File: src/intc_map.svh
`ifndef INTC_MAP_SVH
`define INTC_MAP_SVH
// register word indices (byte address = 4 * index)
`define IDX_REQ_FLAGS   8'hFA
`define IDX_TMR_MODE    8'hF0
`define IDX_TMR0_RELOAD   8'hF1
`define IDX_TMR0_PRESCALE 8'hF2
`define IDX_TMR1_RELOAD   8'hF3
`define IDX_TMR1_PRESCALE 8'hF4
`define IDX_PRIORITY    8'hF5
`define IDX_MASK        8'hF6
`define IDX_SP_CONTROL  8'hF7
`define IDX_ANALOG_CTRL 8'hF8
// field positions
`define MASK_GLOBAL     7
`define MASK_PROTECT    6
`define SP_CLEAR_BIT    0
`define ANALOG_BIT      0
`define PRE_CONT_BIT    0
`define TMR0_LOAD       0
`define TMR0_RUN        1
`define TMR1_LOAD       2
`define TMR1_RUN        3
`define TMR_EXT_MODE_LO 4
`define TMR1_INT_SRC    6
`define TMR_CASCADE     7
// external input roles
`define EXT_CLOCK       2'h0
`define EXT_GATE        2'h1
`define EXT_TRIG_ONCE   2'h2
`define EXT_TRIG_RETRIG 2'h3
// reset values and timing
`define RST_BYTE        8'h00
`define RST_PRIORITY    3'h0
`define DIV4_LAST       2'h3
`define NUM_REQ         6
`endif

File: src/intc_pkg.sv
package intc_pkg;
    typedef enum logic {ST_IDLE, ST_WAIT} grant_state_type;
endpackage

File: src/irq_timer.sv
`timescale 1ns/100ps
`include "intc_map.svh"
module irq_timer (
    input  wire logic       pclk,
    input  wire logic       presetn,
    input  wire logic       tick,
    input  wire logic       run,
    input  wire logic       load,
    input  wire logic       continuous,
    input  wire logic [7:0] reload_val,
    input  wire logic [5:0] divisor,
    output logic      [7:0] count,
    output logic            done,
    output logic            eoc
);
    logic [5:0] pre_cnt;
    logic [5:0] pre_last;
    logic       step;

    // a divisor of zero wraps to 63, giving the divide-by-64 setting
    assign pre_last = divisor - 6'h01;
    assign step     = tick & run & ~done & (pre_cnt == pre_last);

    // prescaler, cleared on restart so the first period is whole
    always_ff @(posedge pclk or negedge presetn) begin
        if (!presetn) begin
            pre_cnt <= 6'h00;
        end else if (load) begin
            pre_cnt <= 6'h00;
        end else if (tick & run & ~done) begin
            pre_cnt <= (pre_cnt == pre_last) ? 6'h00 : pre_cnt + 6'h01;
        end
    end

    // down-counter; a loaded zero stands for 256 counts
    always_ff @(posedge pclk or negedge presetn) begin
        if (!presetn) begin
            count <= `RST_BYTE;
            done  <= 1'b0;
            eoc   <= 1'b0;
        end else begin
            eoc <= step & (count == 8'h01);
            if (load) begin
                count <= reload_val;
                done  <= 1'b0;
            end else if (step) begin
                if (count == 8'h01) begin
                    count <= continuous ? reload_val : 8'h00;
                    done  <= ~continuous;
                end else begin
                    count <= count - 8'h01;
                end
            end
        end
    end
endmodule

File: src/mcu_interrupts_and_timers.sv
`timescale 1ns/100ps
`include "intc_map.svh"
module mcu_interrupts_and_timers
    import intc_pkg::*;
#(
    parameter logic PROTECT_OPTION = 1'b1
) (
    input  wire logic        pclk,
    input  wire logic        presetn,
    input  wire logic        psel,
    input  wire logic        penable,
    input  wire logic        pwrite,
    input  wire logic [11:0] paddr,
    input  wire logic [31:0] pwdata,
    output logic      [31:0] prdata,
    output logic             pready,
    output logic             pslverr,
    input  wire logic        edge_pin_a,
    input  wire logic        edge_pin_b,
    input  wire logic        edge_pin_c,
    input  wire logic        comparator_a_out,
    input  wire logic        comparator_b_out,
    input  wire logic        signal_proc_line,
    input  wire logic        int_ack,
    input  wire logic        halt_mode,
    output logic             int_request,
    output logic      [15:0] int_vector,
    output logic             halt_wake,
    output logic             upper_protect_en
);
    ////////////////////////////////////////////////////////////////////////////
    logic [4:0]      sync1;
    logic [4:0]      sync2;
    logic [4:0]      prev;
    logic [4:0]      rise;
    logic [4:0]      fall;
    logic            sp_prev;
    logic [2:0]      primed;
    logic [7:0]      req_flags;
    logic [7:0]      mask;
    logic [2:0]      priority_sel;
    logic [7:0]      tmr_mode;
    logic            analog;
    logic [7:0]      t_reload [2];
    logic [7:0]      t_pre [2];
    logic [7:0]      t_count [2];
    logic [1:0]      t_done;
    logic [1:0]      t_eoc;
    logic [1:0]      t_tick;
    logic [1:0]      t_load;
    logic [1:0]      t_run;
    logic [1:0]      div_cnt;
    logic            div4;
    logic [5:0]      set_vec;
    logic [5:0]      en;
    logic [5:0]      ack_clr;
    logic [2:0]      next_winner;
    logic [2:0]      winner;
    logic            any_en;
    grant_state_type state;
    logic            acc;
    logic            wr;
    logic [9:0]      word;
    logic            wr_req;
    logic            wr_mask;
    logic            wr_tmr;
    logic            wr_sp;
    logic [31:0]     next_prdata;
    logic            next_err;
    logic [1:0]      ext_mode;
    logic            trig_mode;

    ////////////////////////////////////////////////////////////////////////////
    // apb slave: one wait state, every answer comes from a flop
    assign acc     = psel & penable & pready;
    assign wr      = acc & pwrite & (paddr[1:0] == 2'h0);
    assign word    = paddr[11:2];
    assign wr_req  = wr & (word == {2'h0, `IDX_REQ_FLAGS});
    assign wr_mask = wr & (word == {2'h0, `IDX_MASK});
    assign wr_tmr  = wr & (word == {2'h0, `IDX_TMR_MODE});
    assign wr_sp   = wr & (word == {2'h0, `IDX_SP_CONTROL});

    // read mux; counters read live without side effects, prescalers read zero
    always_comb begin
        next_prdata = 32'h0000_0000;
        next_err    = (paddr[1:0] != 2'h0);
        case (word)
            {2'h0, `IDX_REQ_FLAGS}:   next_prdata[7:0] = req_flags;
            {2'h0, `IDX_MASK}:        next_prdata[7:0] = mask;
            {2'h0, `IDX_PRIORITY}:    next_prdata[2:0] = priority_sel;
            {2'h0, `IDX_TMR_MODE}:    next_prdata[7:0] = tmr_mode;
            {2'h0, `IDX_TMR0_RELOAD}:   next_prdata[7:0] = t_count[0];
            {2'h0, `IDX_TMR1_RELOAD}:   next_prdata[7:0] = t_count[1];
            {2'h0, `IDX_TMR0_PRESCALE}: next_prdata = 32'h0000_0000;
            {2'h0, `IDX_TMR1_PRESCALE}: next_prdata = 32'h0000_0000;
            {2'h0, `IDX_SP_CONTROL}:  next_prdata[0] = req_flags[3];
            {2'h0, `IDX_ANALOG_CTRL}: next_prdata[0] = analog;
            default:                  next_err = 1'b1;
        endcase
    end

    always_ff @(posedge pclk or negedge presetn) begin
        if (!presetn) begin
            pready  <= 1'b0;
            prdata  <= 32'h0000_0000;
            pslverr <= 1'b0;
        end else begin
            pready  <= psel & penable & ~pready;
            pslverr <= psel & penable & ~pready & next_err;
            prdata  <= (psel & penable & ~pready & ~pwrite) ? next_prdata : 32'h0000_0000;
        end
    end

    ////////////////////////////////////////////////////////////////////////////
    // plain configuration registers; load bits of the mode register read zero
    always_ff @(posedge pclk or negedge presetn) begin
        if (!presetn) begin
            priority_sel <= `RST_PRIORITY;
            tmr_mode     <= `RST_BYTE;
            analog       <= 1'b0;
            t_reload[0]  <= `RST_BYTE;
            t_reload[1]  <= `RST_BYTE;
            t_pre[0]     <= `RST_BYTE;
            t_pre[1]     <= `RST_BYTE;
        end else if (wr) begin
            case (word)
                {2'h0, `IDX_PRIORITY}:    priority_sel <= pwdata[2:0];
                {2'h0, `IDX_TMR_MODE}:    tmr_mode <= pwdata[7:0] & 8'hFA;
                {2'h0, `IDX_ANALOG_CTRL}: analog <= pwdata[`ANALOG_BIT];
                {2'h0, `IDX_TMR0_RELOAD}:   t_reload[0] <= pwdata[7:0];
                {2'h0, `IDX_TMR1_RELOAD}:   t_reload[1] <= pwdata[7:0];
                {2'h0, `IDX_TMR0_PRESCALE}: t_pre[0] <= pwdata[7:0];
                {2'h0, `IDX_TMR1_PRESCALE}: t_pre[1] <= pwdata[7:0];
                default:                  analog <= analog;
            endcase
        end
    end

    // mask; the acknowledge clears global enable even against a same-cycle write
    always_ff @(posedge pclk or negedge presetn) begin
        if (!presetn) begin
            mask <= `RST_BYTE;
        end else begin
            if (wr_mask) begin
                mask <= pwdata[7:0];
            end
            if (state == ST_WAIT && int_ack) begin
                mask[`MASK_GLOBAL] <= 1'b0;
            end
        end
    end

    ////////////////////////////////////////////////////////////////////////////
    // two-flop synchronisers; only sync2 and prev feed the edge logic
    always_ff @(posedge pclk or negedge presetn) begin
        if (!presetn) begin
            sync1   <= 5'h1F;
            sync2   <= 5'h1F;
            prev    <= 5'h1F;
            sp_prev <= 1'b1;
            primed  <= 3'h0;
        end else begin
            primed  <= {primed[1:0], 1'b1};
            sync1   <= {comparator_b_out, comparator_a_out, edge_pin_c, edge_pin_b, edge_pin_a};
            sync2   <= sync1;
            prev    <= sync2;
            sp_prev <= signal_proc_line; // same clock, no synchroniser needed
        end
    end

    // no edges until the pipe holds real samples, so a pin idling low fakes no fall
    assign rise = sync2 & ~prev & {5{primed[2]}};
    assign fall = ~sync2 & prev & {5{primed[2]}};

    // request events; edges are taken per pin ahead of the mode mux, so a mode switch fakes none
    always_comb begin
        logic r0;
        logic f0;
        logic r2;
        logic f2;
        r0 = analog ? rise[4] : rise[1];
        f0 = analog ? fall[4] : fall[1];
        r2 = analog ? rise[3] : rise[0];
        f2 = analog ? fall[3] : fall[0];
        set_vec[0] = (req_flags[6] & r0) | ((~req_flags[6] | req_flags[7]) & f0);
        set_vec[1] = fall[2];
        set_vec[2] = (req_flags[7] & r2) | ((~req_flags[7] | req_flags[6]) & f2);
        set_vec[3] = sp_prev & ~signal_proc_line;
        set_vec[4] = t_eoc[0];
        set_vec[5] = t_eoc[1];
    end

    // pending flags: a new event always beats a clear in the same cycle
    always_ff @(posedge pclk or negedge presetn) begin
        if (!presetn) begin
            req_flags <= `RST_BYTE;
        end else if (wr_req) begin
            req_flags <= {pwdata[7:6], pwdata[5:0] | set_vec};
        end else begin
            req_flags[5:0] <= (req_flags[5:0] & ~ack_clr & ~{2'h0, wr_sp & pwdata[`SP_CLEAR_BIT], 3'h0})
                              | set_vec;
        end
    end

    ////////////////////////////////////////////////////////////////////////////
    assign en      = req_flags[5:0] & mask[5:0] & {6{mask[`MASK_GLOBAL]}};
    assign any_en  = |en;
    assign ack_clr = (state == ST_WAIT && int_ack) ? 6'(6'h01 << winner) : 6'h00;

    // rotating priority: the selected request ranks first, then upward
    always_comb begin
        int start;
        int idx;
        start       = (priority_sel < 3'h6) ? int'(priority_sel) : 0;
        idx         = 0;
        next_winner = 3'h0;
        for (int k = `NUM_REQ - 1; k >= 0; k--) begin
            idx = (start + k) % `NUM_REQ;
            if (en[idx]) begin
                next_winner = 3'(idx);
            end
        end
    end

    // grant machine: hold the request until the sequencer acknowledges
    always_ff @(posedge pclk or negedge presetn) begin
        if (!presetn) begin
            state       <= ST_IDLE;
            winner      <= 3'h0;
            int_request <= 1'b0;
            int_vector  <= 16'h0000;
        end else begin
            case (state)
                ST_IDLE: begin
                    if (any_en) begin
                        state       <= ST_WAIT;
                        winner      <= next_winner;
                        int_request <= 1'b1;
                        int_vector  <= {12'h000, next_winner, 1'b0};
                    end
                end
                ST_WAIT: begin
                    if (int_ack) begin
                        state       <= ST_IDLE;
                        int_request <= 1'b0;
                    end
                end
                default: state <= ST_IDLE;
            endcase
        end
    end

    // halt keeps this clock running, so any enabled request wakes the cpu
    always_ff @(posedge pclk or negedge presetn) begin
        if (!presetn) begin
            halt_wake        <= 1'b0;
            upper_protect_en <= 1'b0;
        end else begin
            halt_wake        <= halt_mode & any_en;
            upper_protect_en <= PROTECT_OPTION & mask[`MASK_PROTECT];
        end
    end

    ////////////////////////////////////////////////////////////////////////////
    // internal timer clock: processor clock divided by four
    always_ff @(posedge pclk or negedge presetn) begin
        if (!presetn) begin
            div_cnt <= 2'h0;
        end else begin
            div_cnt <= div_cnt + 2'h1;
        end
    end

    assign div4      = (div_cnt == `DIV4_LAST);
    assign ext_mode  = tmr_mode[`TMR_EXT_MODE_LO +: 2];
    assign trig_mode = ext_mode[1];
    assign t_run     = {tmr_mode[`TMR1_RUN], tmr_mode[`TMR0_RUN]};
    assign t_tick[0] = div4;
    // cascade wins over the pin; a gate only qualifies the internal clock
    assign t_tick[1] = tmr_mode[`TMR_CASCADE] ? t_eoc[0] :
                       tmr_mode[`TMR1_INT_SRC] ? (div4 & ((ext_mode != `EXT_GATE) | sync2[0]))
                       : ((ext_mode == `EXT_CLOCK) & fall[0]);
    assign t_load[0] = wr_tmr & pwdata[`TMR0_LOAD];
    // a non-retriggerable trigger is ignored until a single-pass count has run out
    assign t_load[1] = (wr_tmr & pwdata[`TMR1_LOAD])
                       | (trig_mode & fall[0] & ((ext_mode == `EXT_TRIG_RETRIG) | t_done[1]));

    for (genvar g = 0; g < 2; g++) begin : gen_timer
        irq_timer u_timer (
            .pclk       (pclk),
            .presetn    (presetn),
            .tick       (t_tick[g]),
            .run        (t_run[g]),
            .load       (t_load[g]),
            .continuous (t_pre[g][`PRE_CONT_BIT]),
            .reload_val (t_reload[g]),
            .divisor    (t_pre[g][7:2]),
            .count      (t_count[g]),
            .done       (t_done[g]),
            .eoc        (t_eoc[g])
        );
    end

    ////////////////////////////////////////////////////////////////////////////
    AST_VECTOR_RANGE: assert property (@(posedge pclk) disable iff (!presetn)
        int_request |-> (int_vector[15:4] == 12'h000) && !int_vector[0] && (int_vector[3:1] < 3'h6))
        else $error("vector outside the six byte pairs");
    AST_HOLD_GRANT: assert property (@(posedge pclk) disable iff (!presetn)
        int_request && !int_ack |=> int_request && $stable(int_vector))
        else $error("granted request dropped before acknowledge");
    AST_ACK_DISABLES: assert property (@(posedge pclk) disable iff (!presetn)
        int_request && int_ack |=> !mask[`MASK_GLOBAL] && !int_request)
        else $error("acknowledge did not disable interrupts");
    AST_GLOBAL_OFF: assert property (@(posedge pclk) disable iff (!presetn)
        !mask[`MASK_GLOBAL] && !int_request |=> !int_request)
        else $error("grant while globally disabled");
    AST_ACK_CLEARS: assert property (@(posedge pclk) disable iff (!presetn)
        int_request && int_ack && !wr_req && !set_vec[winner] |=> !req_flags[$past(winner)])
        else $error("granted request still pending");
    AST_POLL_RECORD: assert property (@(posedge pclk) disable iff (!presetn)
        set_vec[1] |=> req_flags[1])
        else $error("masked event not recorded");
    AST_SP_CLEAR: assert property (@(posedge pclk) disable iff (!presetn)
        wr_sp && pwdata[0] && !set_vec[3] |=> !req_flags[3])
        else $error("processor request not cleared");
    AST_RISE_SEL: assert property (@(posedge pclk) disable iff (!presetn)
        !analog && req_flags[7:6] == 2'h1 && rise[1] && !wr_req |=> req_flags[0])
        else $error("rising edge not taken");
    AST_TMR0_REQUEST: assert property (@(posedge pclk) disable iff (!presetn)
        t_eoc[0] && !wr_req |=> req_flags[4])
        else $error("timer end did not raise request");
    AST_PROTECT: assert property (@(posedge pclk) disable iff (!presetn)
        wr_mask && pwdata[6] && PROTECT_OPTION && !int_ack |=> ##1 upper_protect_en)
        else $error("protection not enabled");
    AST_WAKE: assert property (@(posedge pclk) disable iff (!presetn)
        halt_mode && any_en |=> halt_wake)
        else $error("halt not woken");
    COV_GRANT: cover property (@(posedge pclk) disable iff (!presetn) $rose(int_request));
    COV_ACK: cover property (@(posedge pclk) disable iff (!presetn) int_request && int_ack);
    COV_TMR1_END: cover property (@(posedge pclk) disable iff (!presetn) t_eoc[1]);
endmodule

File: config.mk
export PLATFORM = sky130hd
export DESIGN_NAME = mcu_interrupts_and_timers
export DESIGN_NICKNAME = d
export VERILOG_FILES = /design/src/intc_pkg.sv /design/src/irq_timer.sv /design/src/mcu_interrupts_and_timers.sv
export VERILOG_INCLUDE_DIRS = /design/src /design/src/src
export SDC_FILE = /design/constraint.sdc
export NUM_CORES = 1
export LEC_CHECK = 0
export BUFFER_PORTS_ARGS = -buffer_cell sky130_fd_sc_hd__buf_4
export CAP_MARGIN = 20
export CORE_ASPECT_RATIO = 0.7
export CORE_UTILIZATION = 36
export DETAILED_ROUTE_END_ITERATION = 8
export SLEW_MARGIN = 20
export SYNTH_ARGS = -nofsm -noshare
export SYNTH_HDL_FRONTEND = slang
export SYNTH_SLANG_ARGS = --single-unit
File: constraint.sdc
create_clock -name pclk -period 5.6 [get_ports pclk]
set_input_delay 0.56 -clock pclk [delete_from_list [all_inputs] [get_ports pclk]]
set_output_delay 0.56 -clock pclk [all_outputs]
set_load 0.02 [all_outputs]
### Yosys cells after proc, flatten, opt, wreduce, memory -nomap -nowiden

Cells that the tools add are included.

| storage, ports and cells | value |
|---|---|
| bits of input ports | 57 |
| register bits | 128 |
| word-level logic and storage cells | 231 |

| cells by class | value |
|---|---|
| magnitude comparators | 7 |
| bitwise operators | 63 |
| reduce and logical (&&, ||, !) cells | 24 |
| shifts and indexed selects | 1 |
| mux-type cells | 66 |
| add/subtract/negate cells | 12 |
| equal/unequal tests | 19 |
| div/mod/pow operators | 6 |

Operator list:

| cell | number |
|---|---|
| $lt 32x5->1 const B | 6 |
| $mod 32x4->32 const B | 6 |
| $eq 10x8->1 const B | 10 |
| $mux 8 | 10 |
| $mux 6 | 8 |
| $and 1x1->1 | 32 |
| $mux 1 | 30 |
| $pmux 5 s5 | 1 |
| $and 6x6->6 | 4 |
| $reduce_and 2->1 | 11 |
| $mux 3 | 7 |
| $and 5x5->5 | 4 |
| $bmux 1 s3 | 6 |
| $eq 8x1->1 const B | 2 |
| $reduce_bool 2->1 | 8 |
| $sub 8x1->8 const B | 2 |
| $add 6x1->6 const B | 2 |
| $eq 6x6->1 | 2 |
| $or 6x6->6 | 2 |
| $pmux 2 s6 | 1 |
| $sub 6x1->6 const B | 2 |
| $not 1->1 | 10 |
| $not 5->5 | 2 |
| $reduce_or 10->1 | 1 |
| other kinds (17) | 29 |

### Depth between registers and ports, before layout

| logic depth | value |
|---|---|
| depth in word-level cells | 13 |
| mapped depth | 11 |
| gate-level depth less buffers | 10 |

### Hierarchy

A second synthesis with hierarchy kept.

| second synthesis, totals | value |
|---|---|
| cell total of the unflattened synthesis | 769 |
| area, all modules | 7554.7 um^2 |

Modules (own cells, without submodules):

| module | sequential area each (um^2) | cells an instance | times used | area an instance (um^2) |
|---|---|---|---|---|
| mcu_interrupts_and_timers | 2372.3 | 497 | 1 | 5149.9 |
| irq_timer | 400.4 | 136 | 2 | 1202.4 |

### Worst setup path after synthesis

No wires, ideal clock.

| timing | value |
|---|---|
| path type | input-to-reg |
| start point | input pwrite |
| end point | register gen_timer[0].u_timer.pre_cnt[4] |
| path buffers | 3 |
| data arrival time | 2.220 ns |
| stages | 9 |
| data required time | 5.479 ns |
| library setup time | 0.121 ns |
| slack | 3.259 ns |
| cell sequence | nand2_1 -> or4_1 -> buf_4 -> or3_1 -> buf_6 -> nor2_8 -> buf_6 -> nor2_2 -> a22o_1 |

| between the ends | value |
|---|---|
| cells in the longest elaborated chain, start to end | 5 |
| elaborated cells between the ends (all ways) | 6 |
| those cells by class | mux (1); bitwise (4); reduce/logical (1) |

Ends and longest elaborated chain:

| what | RTL line | RTL |
|---|---|---|
| from (decl) | mcu_interrupts_and_timers.sv:12 | `input wire logic pwrite,` |
| $and 1x1->1 (*) (2 in series) | mcu_interrupts_and_timers.sv:76 | `assign wr = acc & pwrite & (paddr[1:0] == 2'h0);` |
| $and 1x1->1 (*) | mcu_interrupts_and_timers.sv:80 | `` assign wr_tmr = wr & (word == {2'h0, `IDX_TMR_MODE}); `` |
| $and 1x1->1 (*) | mcu_interrupts_and_timers.sv:283 | `` assign t_load[0] = wr_tmr & pwdata[`TMR0_LOAD]; `` |
| $mux 6 / $reduce_bool 2->1 (equally long branches) | n/a |  |
| to (signal assigned) | irq_timer.sv:31 | `pre_cnt <= (pre_cnt == pre_last) ? 6'h00 : pre_cnt + 6'h01;` |
| to (decl) | irq_timer.sv:16 | `logic [5:0] pre_cnt;` |

Every way passes the cells marked *; elsewhere a longest branch is shown, timed or not.
A chain may end at the register's enable or synchronous reset.

### Final worst setup path

| timing | value |
|---|---|
| start point | register priority_sel[1] |
| end point | register winner[1] |

| between the ends | value |
|---|---|
| cells in the longest elaborated chain, start to end | 13 |
| elaborated cells between the ends (all ways) | 37 |
| those cells by class | add/sub (5); div (6); order compare (1); mux (25) |

Ends and longest elaborated chain:

| what | RTL line | RTL |
|---|---|---|
| from (decl) | mcu_interrupts_and_timers.sv:41 | `logic [2:0] priority_sel;` |
| from (signal assigned) | mcu_interrupts_and_timers.sv:118 | `` priority_sel <= `RST_PRIORITY; `` |
| from (signal assigned) | mcu_interrupts_and_timers.sv:127 | `` {2'h0, `IDX_PRIORITY}: priority_sel <= pwdata[2:0]; `` |
| $lt 3x3->1 | mcu_interrupts_and_timers.sv:214 | `start = (priority_sel < 3'h6) ? int'(priority_sel) : 0;` |
| $mux 3 (*) | mcu_interrupts_and_timers.sv:214 |  |
| $add 3x3->4 | mcu_interrupts_and_timers.sv:218 | `` idx = (start + k) % `NUM_REQ; `` |
| $mod 32x4->32 (no source line) | n/a |  |
| $bmux 1 s3 | mcu_interrupts_and_timers.sv:219 | `if (en[idx]) begin` |
| $mux 1 (implied by the code) (2 in series) | mcu_interrupts_and_timers.sv:219 |  |
| $mux 3 (5 in series) | mcu_interrupts_and_timers.sv:219 |  |
| $mux 3 (*) | mcu_interrupts_and_timers.sv:219 |  |
| to (signal assigned) | mcu_interrupts_and_timers.sv:237 | `winner <= next_winner;` |
| to (decl) | mcu_interrupts_and_timers.sv:58 | `logic [2:0] winner;` |

Every way passes the cells marked *; elsewhere a longest branch is shown, timed or not. The select of a mux whose other input is x is not followed.

==> impl_metrics.tcl <==
set metrics [dict create \
    vdd_ir_drop_max_mv 0.199 \
    synthArstFlopShare 1.00 \
    setup_tns_ns 0 \
    path_cells "ha_1, nor2b_1, mux2i_1, nand2_1, a21boi_0, o32ai_2, a211oi_1, o31ai_1, a21o_1" \
    switching_power_uw 466 \
    die_x_um 169 \
    synthToLayoutAreaGrowth_pct 14.5 \
    groute.usage.overall 0.185 \
    p_total_uw 2110 \
    coreArea_sq_mm 0.0190 \
    worst-path-buf-inv 0 \
    grt_use_met3 0.0422 \
    place_area_sq_mm 0.00748 \
    cts_root_buf "clkbuf_16" \
    criticalPathCategory "reg -> reg" \
    ys.flop_type "dfrtp_1" \
    cts_hold_buf 0 \
    synth_area_sq_mm 0.00705 \
    synth-seq-cells 126 \
    grt-busiest-layer "met1" \
    ctsResizeCount 0 \
    clockBufferDepth 2 \
    n_antenna_cell 0 \
    yosysWarnings 0 \
    fmax_ghz 0.317 \
    clock_latency_ns 0.42 \
    hold_violations 0 \
    clock_skew_ns 0.00865 \
    p_leak_uw 0.00361 \
    internal-power_uw 1640 \
    drc 0 \
    cts.sink_count 126 \
    endpoint_kind "register" \
    rsz0062_at_grt "false" \
    final_area_sq_mm 0.00807 \
    dieHeight_um 119 \
    antenna_found_initial 0 \
    hpwl_um 12900 \
    htree_levels 4 \
    synthesis.instances 742 \
    grt_pass1_vias 4979 \
    first_iter_violations 610 \
    wl_per_cell_um 16.8 \
    fillerInstances 1920 \
    io_buffer_count 48 \
    vias 5599 \
    crit_slowest_cell "nor2b_1" \
    period_minus_slack_ns 3.15 \
    cts_buffers 17 \
    timing.final.crit_share 0.563 \
    critical-path-top-delay-family "compound AO/OA/AOI/OAI gates" \
    synth_seq_area_share 0.450 \
    seq_power_share 0.441 \
    layout.nets 858 \
    overflow 0 \
    crit_required_ns 5.96 \
    hold_path.class "in -> async" \
    grtUsageMet2 0.247 \
    status "finished, final reports clean" \
    slew-limit-headroom 0.337 \
    via_per_inst 5.26 \
    gp_congestion 0.861 \
    cts_tree "done" \
    start_kind "register" \
    comb_power_share 0.042 \
    critPathArrivalTime_ns 3.51 \
    drt_first_pass_iters 5 \
    finalSetupViolations 0 \
    maxCapViolCount 0 \
    switching_share 0.221 \
    worst_pin_slew_ns 0.986 \
    initial_core_util 0.370 \
    synth_edf_count 0 \
    ant_nets 0 \
    grt_pass1_wl_um 28500 \
    use_met1 0.293 \
    clockPowerShare 0.517 \
    ioPinCount 110 \
    p_per_area_mw_per_mm2 261 \
    maxSlewViolCount 0 \
    cts_setup_buffers 0 \
    avgSynthCellArea_sq_um 9.50 \
    wirelength_um 17900 \
    drive_gt1_frac 0.165 \
    fin_hold_ws_ns 0.218 \
    grt_max_degree 68 \
    crit_fanout 12 \
    synth_cell_types 75 \
    die_area_sq_mm 0.0202 \
    row_count 42 \
    clkTransAtPathRegs_ns 0.06 \
    slowest_delay_ns 0.77 \
]
==> stage by stage <==
| step | worst slack, ns | utilization | instances |
|---|---|---|---|
| 2_1_floorplan | 3.26 | - | 778 |
| 3_3_place_gp | 2.49 | 0.393 | 1032 |
| 3_5_place_dp | 2.48 | 0.393 | 1032 |
| 4_1_cts | 2.43 | 0.424 | 1064 |
| 5_1_grt | 2.15 | 0.424 | 1064 |
| 6_report | 2.45 | 0.424 | 1064 |
==> logic make-up (layout without fill, tap and decap cells) <==
| family | after synthesis | in the layout | synth area share |
|---|---|---|---|
| multiplexers | 43 | 43 | 0.0667 |
| other | 2 | 38 | 0.00107 |
| adder cells (fa/ha/maj) | 14 | 14 | 0.0249 |
| AND/OR/NAND/NOR | 260 | 260 | 0.185 |
| flip-flops | 126 | 126 | 0.450 |
| XOR/XNOR | 22 | 22 | 0.0273 |
| buffers and inverters | 88 | 110 | 0.0728 |
| AO/OA/AOI/OAI | 187 | 187 | 0.172 |
==> layout by cell type (no fill, tap or decap), types with 7 or more instances in the layout <==
cell         n
mux2i_1     11
nor3_1      24
dfrtp_1    110
o21ai_0     35
conb_1      38
clkbuf_16   21
a31oi_1     15
a21oi_1     35
dfstp_2     16
ha_1        14
buf_4       49
xnor2_1     16
nand2_1     85
o21ai_1     24
inv_1       28
nor2_1      55
a22oi_1     19
nand4_1      7
mux2_2      27
nor4_1       8
nand3_1     19
nand2b_1     8
or3_1       12
==> cell type report <==
cell class	instances	area [sq um]	area share
sequential	126	3170	0.393
clock buffer	29	576	0.0713
clock inverter	3	16.3	0.00202
inverter	29	109	0.0135
timing repair buffer	49	368	0.0456
multi-input combinational	564	3500	0.433
tap	264	330	0.0409
==> power groups by stage <==
stage	Sequential [uW]	Combinational (uW)	Clock (uW)
final	929	89.1	1090
after global routing	929	98.0	1150
after CTS	929	90.1	1110
after detailed placement	944	89.7	0
after global placement	944	89.9	0
after floorplan	943	55.0	0
==> worst paths after layout <==
check                           slack, ns  depth (start not counted)                         from                                   endpoint
worst min-delay path                 0.22                          1                      presetn                        primed[2]$_DFF_PN0_
max in group asynchronous            4.04                          2                      presetn  gen_timer[0].u_timer.count[5]$_DFFE_PN0P_
worst max register to register       2.45                          9  priority_sel[1]$_DFFE_PN0P_                      winner[1]$_DFFE_PN0P_
worst max-delay path                 2.45                          9  priority_sel[1]$_DFFE_PN0P_                      winner[1]$_DFFE_PN0P_
min in group pclk                    0.25                          1                   edge_pin_b                         sync1[1]$_DFF_PN1_
worst min register to register       0.34                          0          primed[1]$_DFF_PN0_                        primed[2]$_DFF_PN0_
==> cell usage after synthesis (3+ instances only) <==
master | n | area share
nor4_1 | 8 | 0.0071
a22o_1 | 5 | 0.0062
o31ai_1 | 4 | 0.0043
mux2_2 | 27 | 0.043
a211oi_1 | 6 | 0.0064
nand2b_1 | 8 | 0.0071
a21oi_1 | 35 | 0.025
mux2_1 | 5 | 0.0080
nor2_1 | 55 | 0.029
buf_4 | 39 | 0.042
o21bai_1 | 3 | 0.0032
a22oi_1 | 19 | 0.020
a31oi_1 | 15 | 0.013
xor2_1 | 6 | 0.0075
o22ai_1 | 3 | 0.0027
ha_1 | 14 | 0.025
xnor2_1 | 16 | 0.020
buf_6 | 4 | 0.0064
o21ai_1 | 24 | 0.017
nand2_1 | 85 | 0.045
a311oi_1 | 4 | 0.0050
buf_2 | 5 | 0.0035
o21a_1 | 5 | 0.0053
nor3_1 | 24 | 0.017
nand3_1 | 19 | 0.013
or3_1 | 12 | 0.011
dfstp_2 | 16 | 0.060
o21ai_0 | 35 | 0.025
nand3b_1 | 6 | 0.0064
nor2b_1 | 5 | 0.0044
a221o_1 | 3 | 0.0043
o22a_1 | 3 | 0.0037
and2_1 | 4 | 0.0035
mux2i_1 | 11 | 0.016
and3_1 | 5 | 0.0044
clkbuf_1 | 10 | 0.0053
nand4_1 | 7 | 0.0062
dfrtp_1 | 110 | 0.39
inv_1 | 28 | 0.015
==> registers in the layout, indices dropped and copies added (netlist names), 2 cells and up <==
| signal | flops |
|---|---|
| sync2 | 5 |
| t_pre | 14 |
| gen_timer.u_timer.eoc | 2 |
| req_flags | 8 |
| t_reload | 16 |
| tmr_mode | 6 |
| div_cnt | 2 |
| gen_timer.u_timer.pre_cnt | 12 |
| mask | 8 |
| sync1 | 5 |
| primed | 3 |
| winner | 3 |
| gen_timer.u_timer.done | 2 |
| prev | 5 |
| gen_timer.u_timer.count | 16 |
| prdata | 8 |
| priority_sel | 3 |
==> routing by layer <==
metal,up-vias,wire length (um)
li1,2688,-
met1,2699,9220
met2,201,7250
met3,11,1300
met4,0,126
met5,-,0
Note: power is estimated with default switching activity, not from simulation.
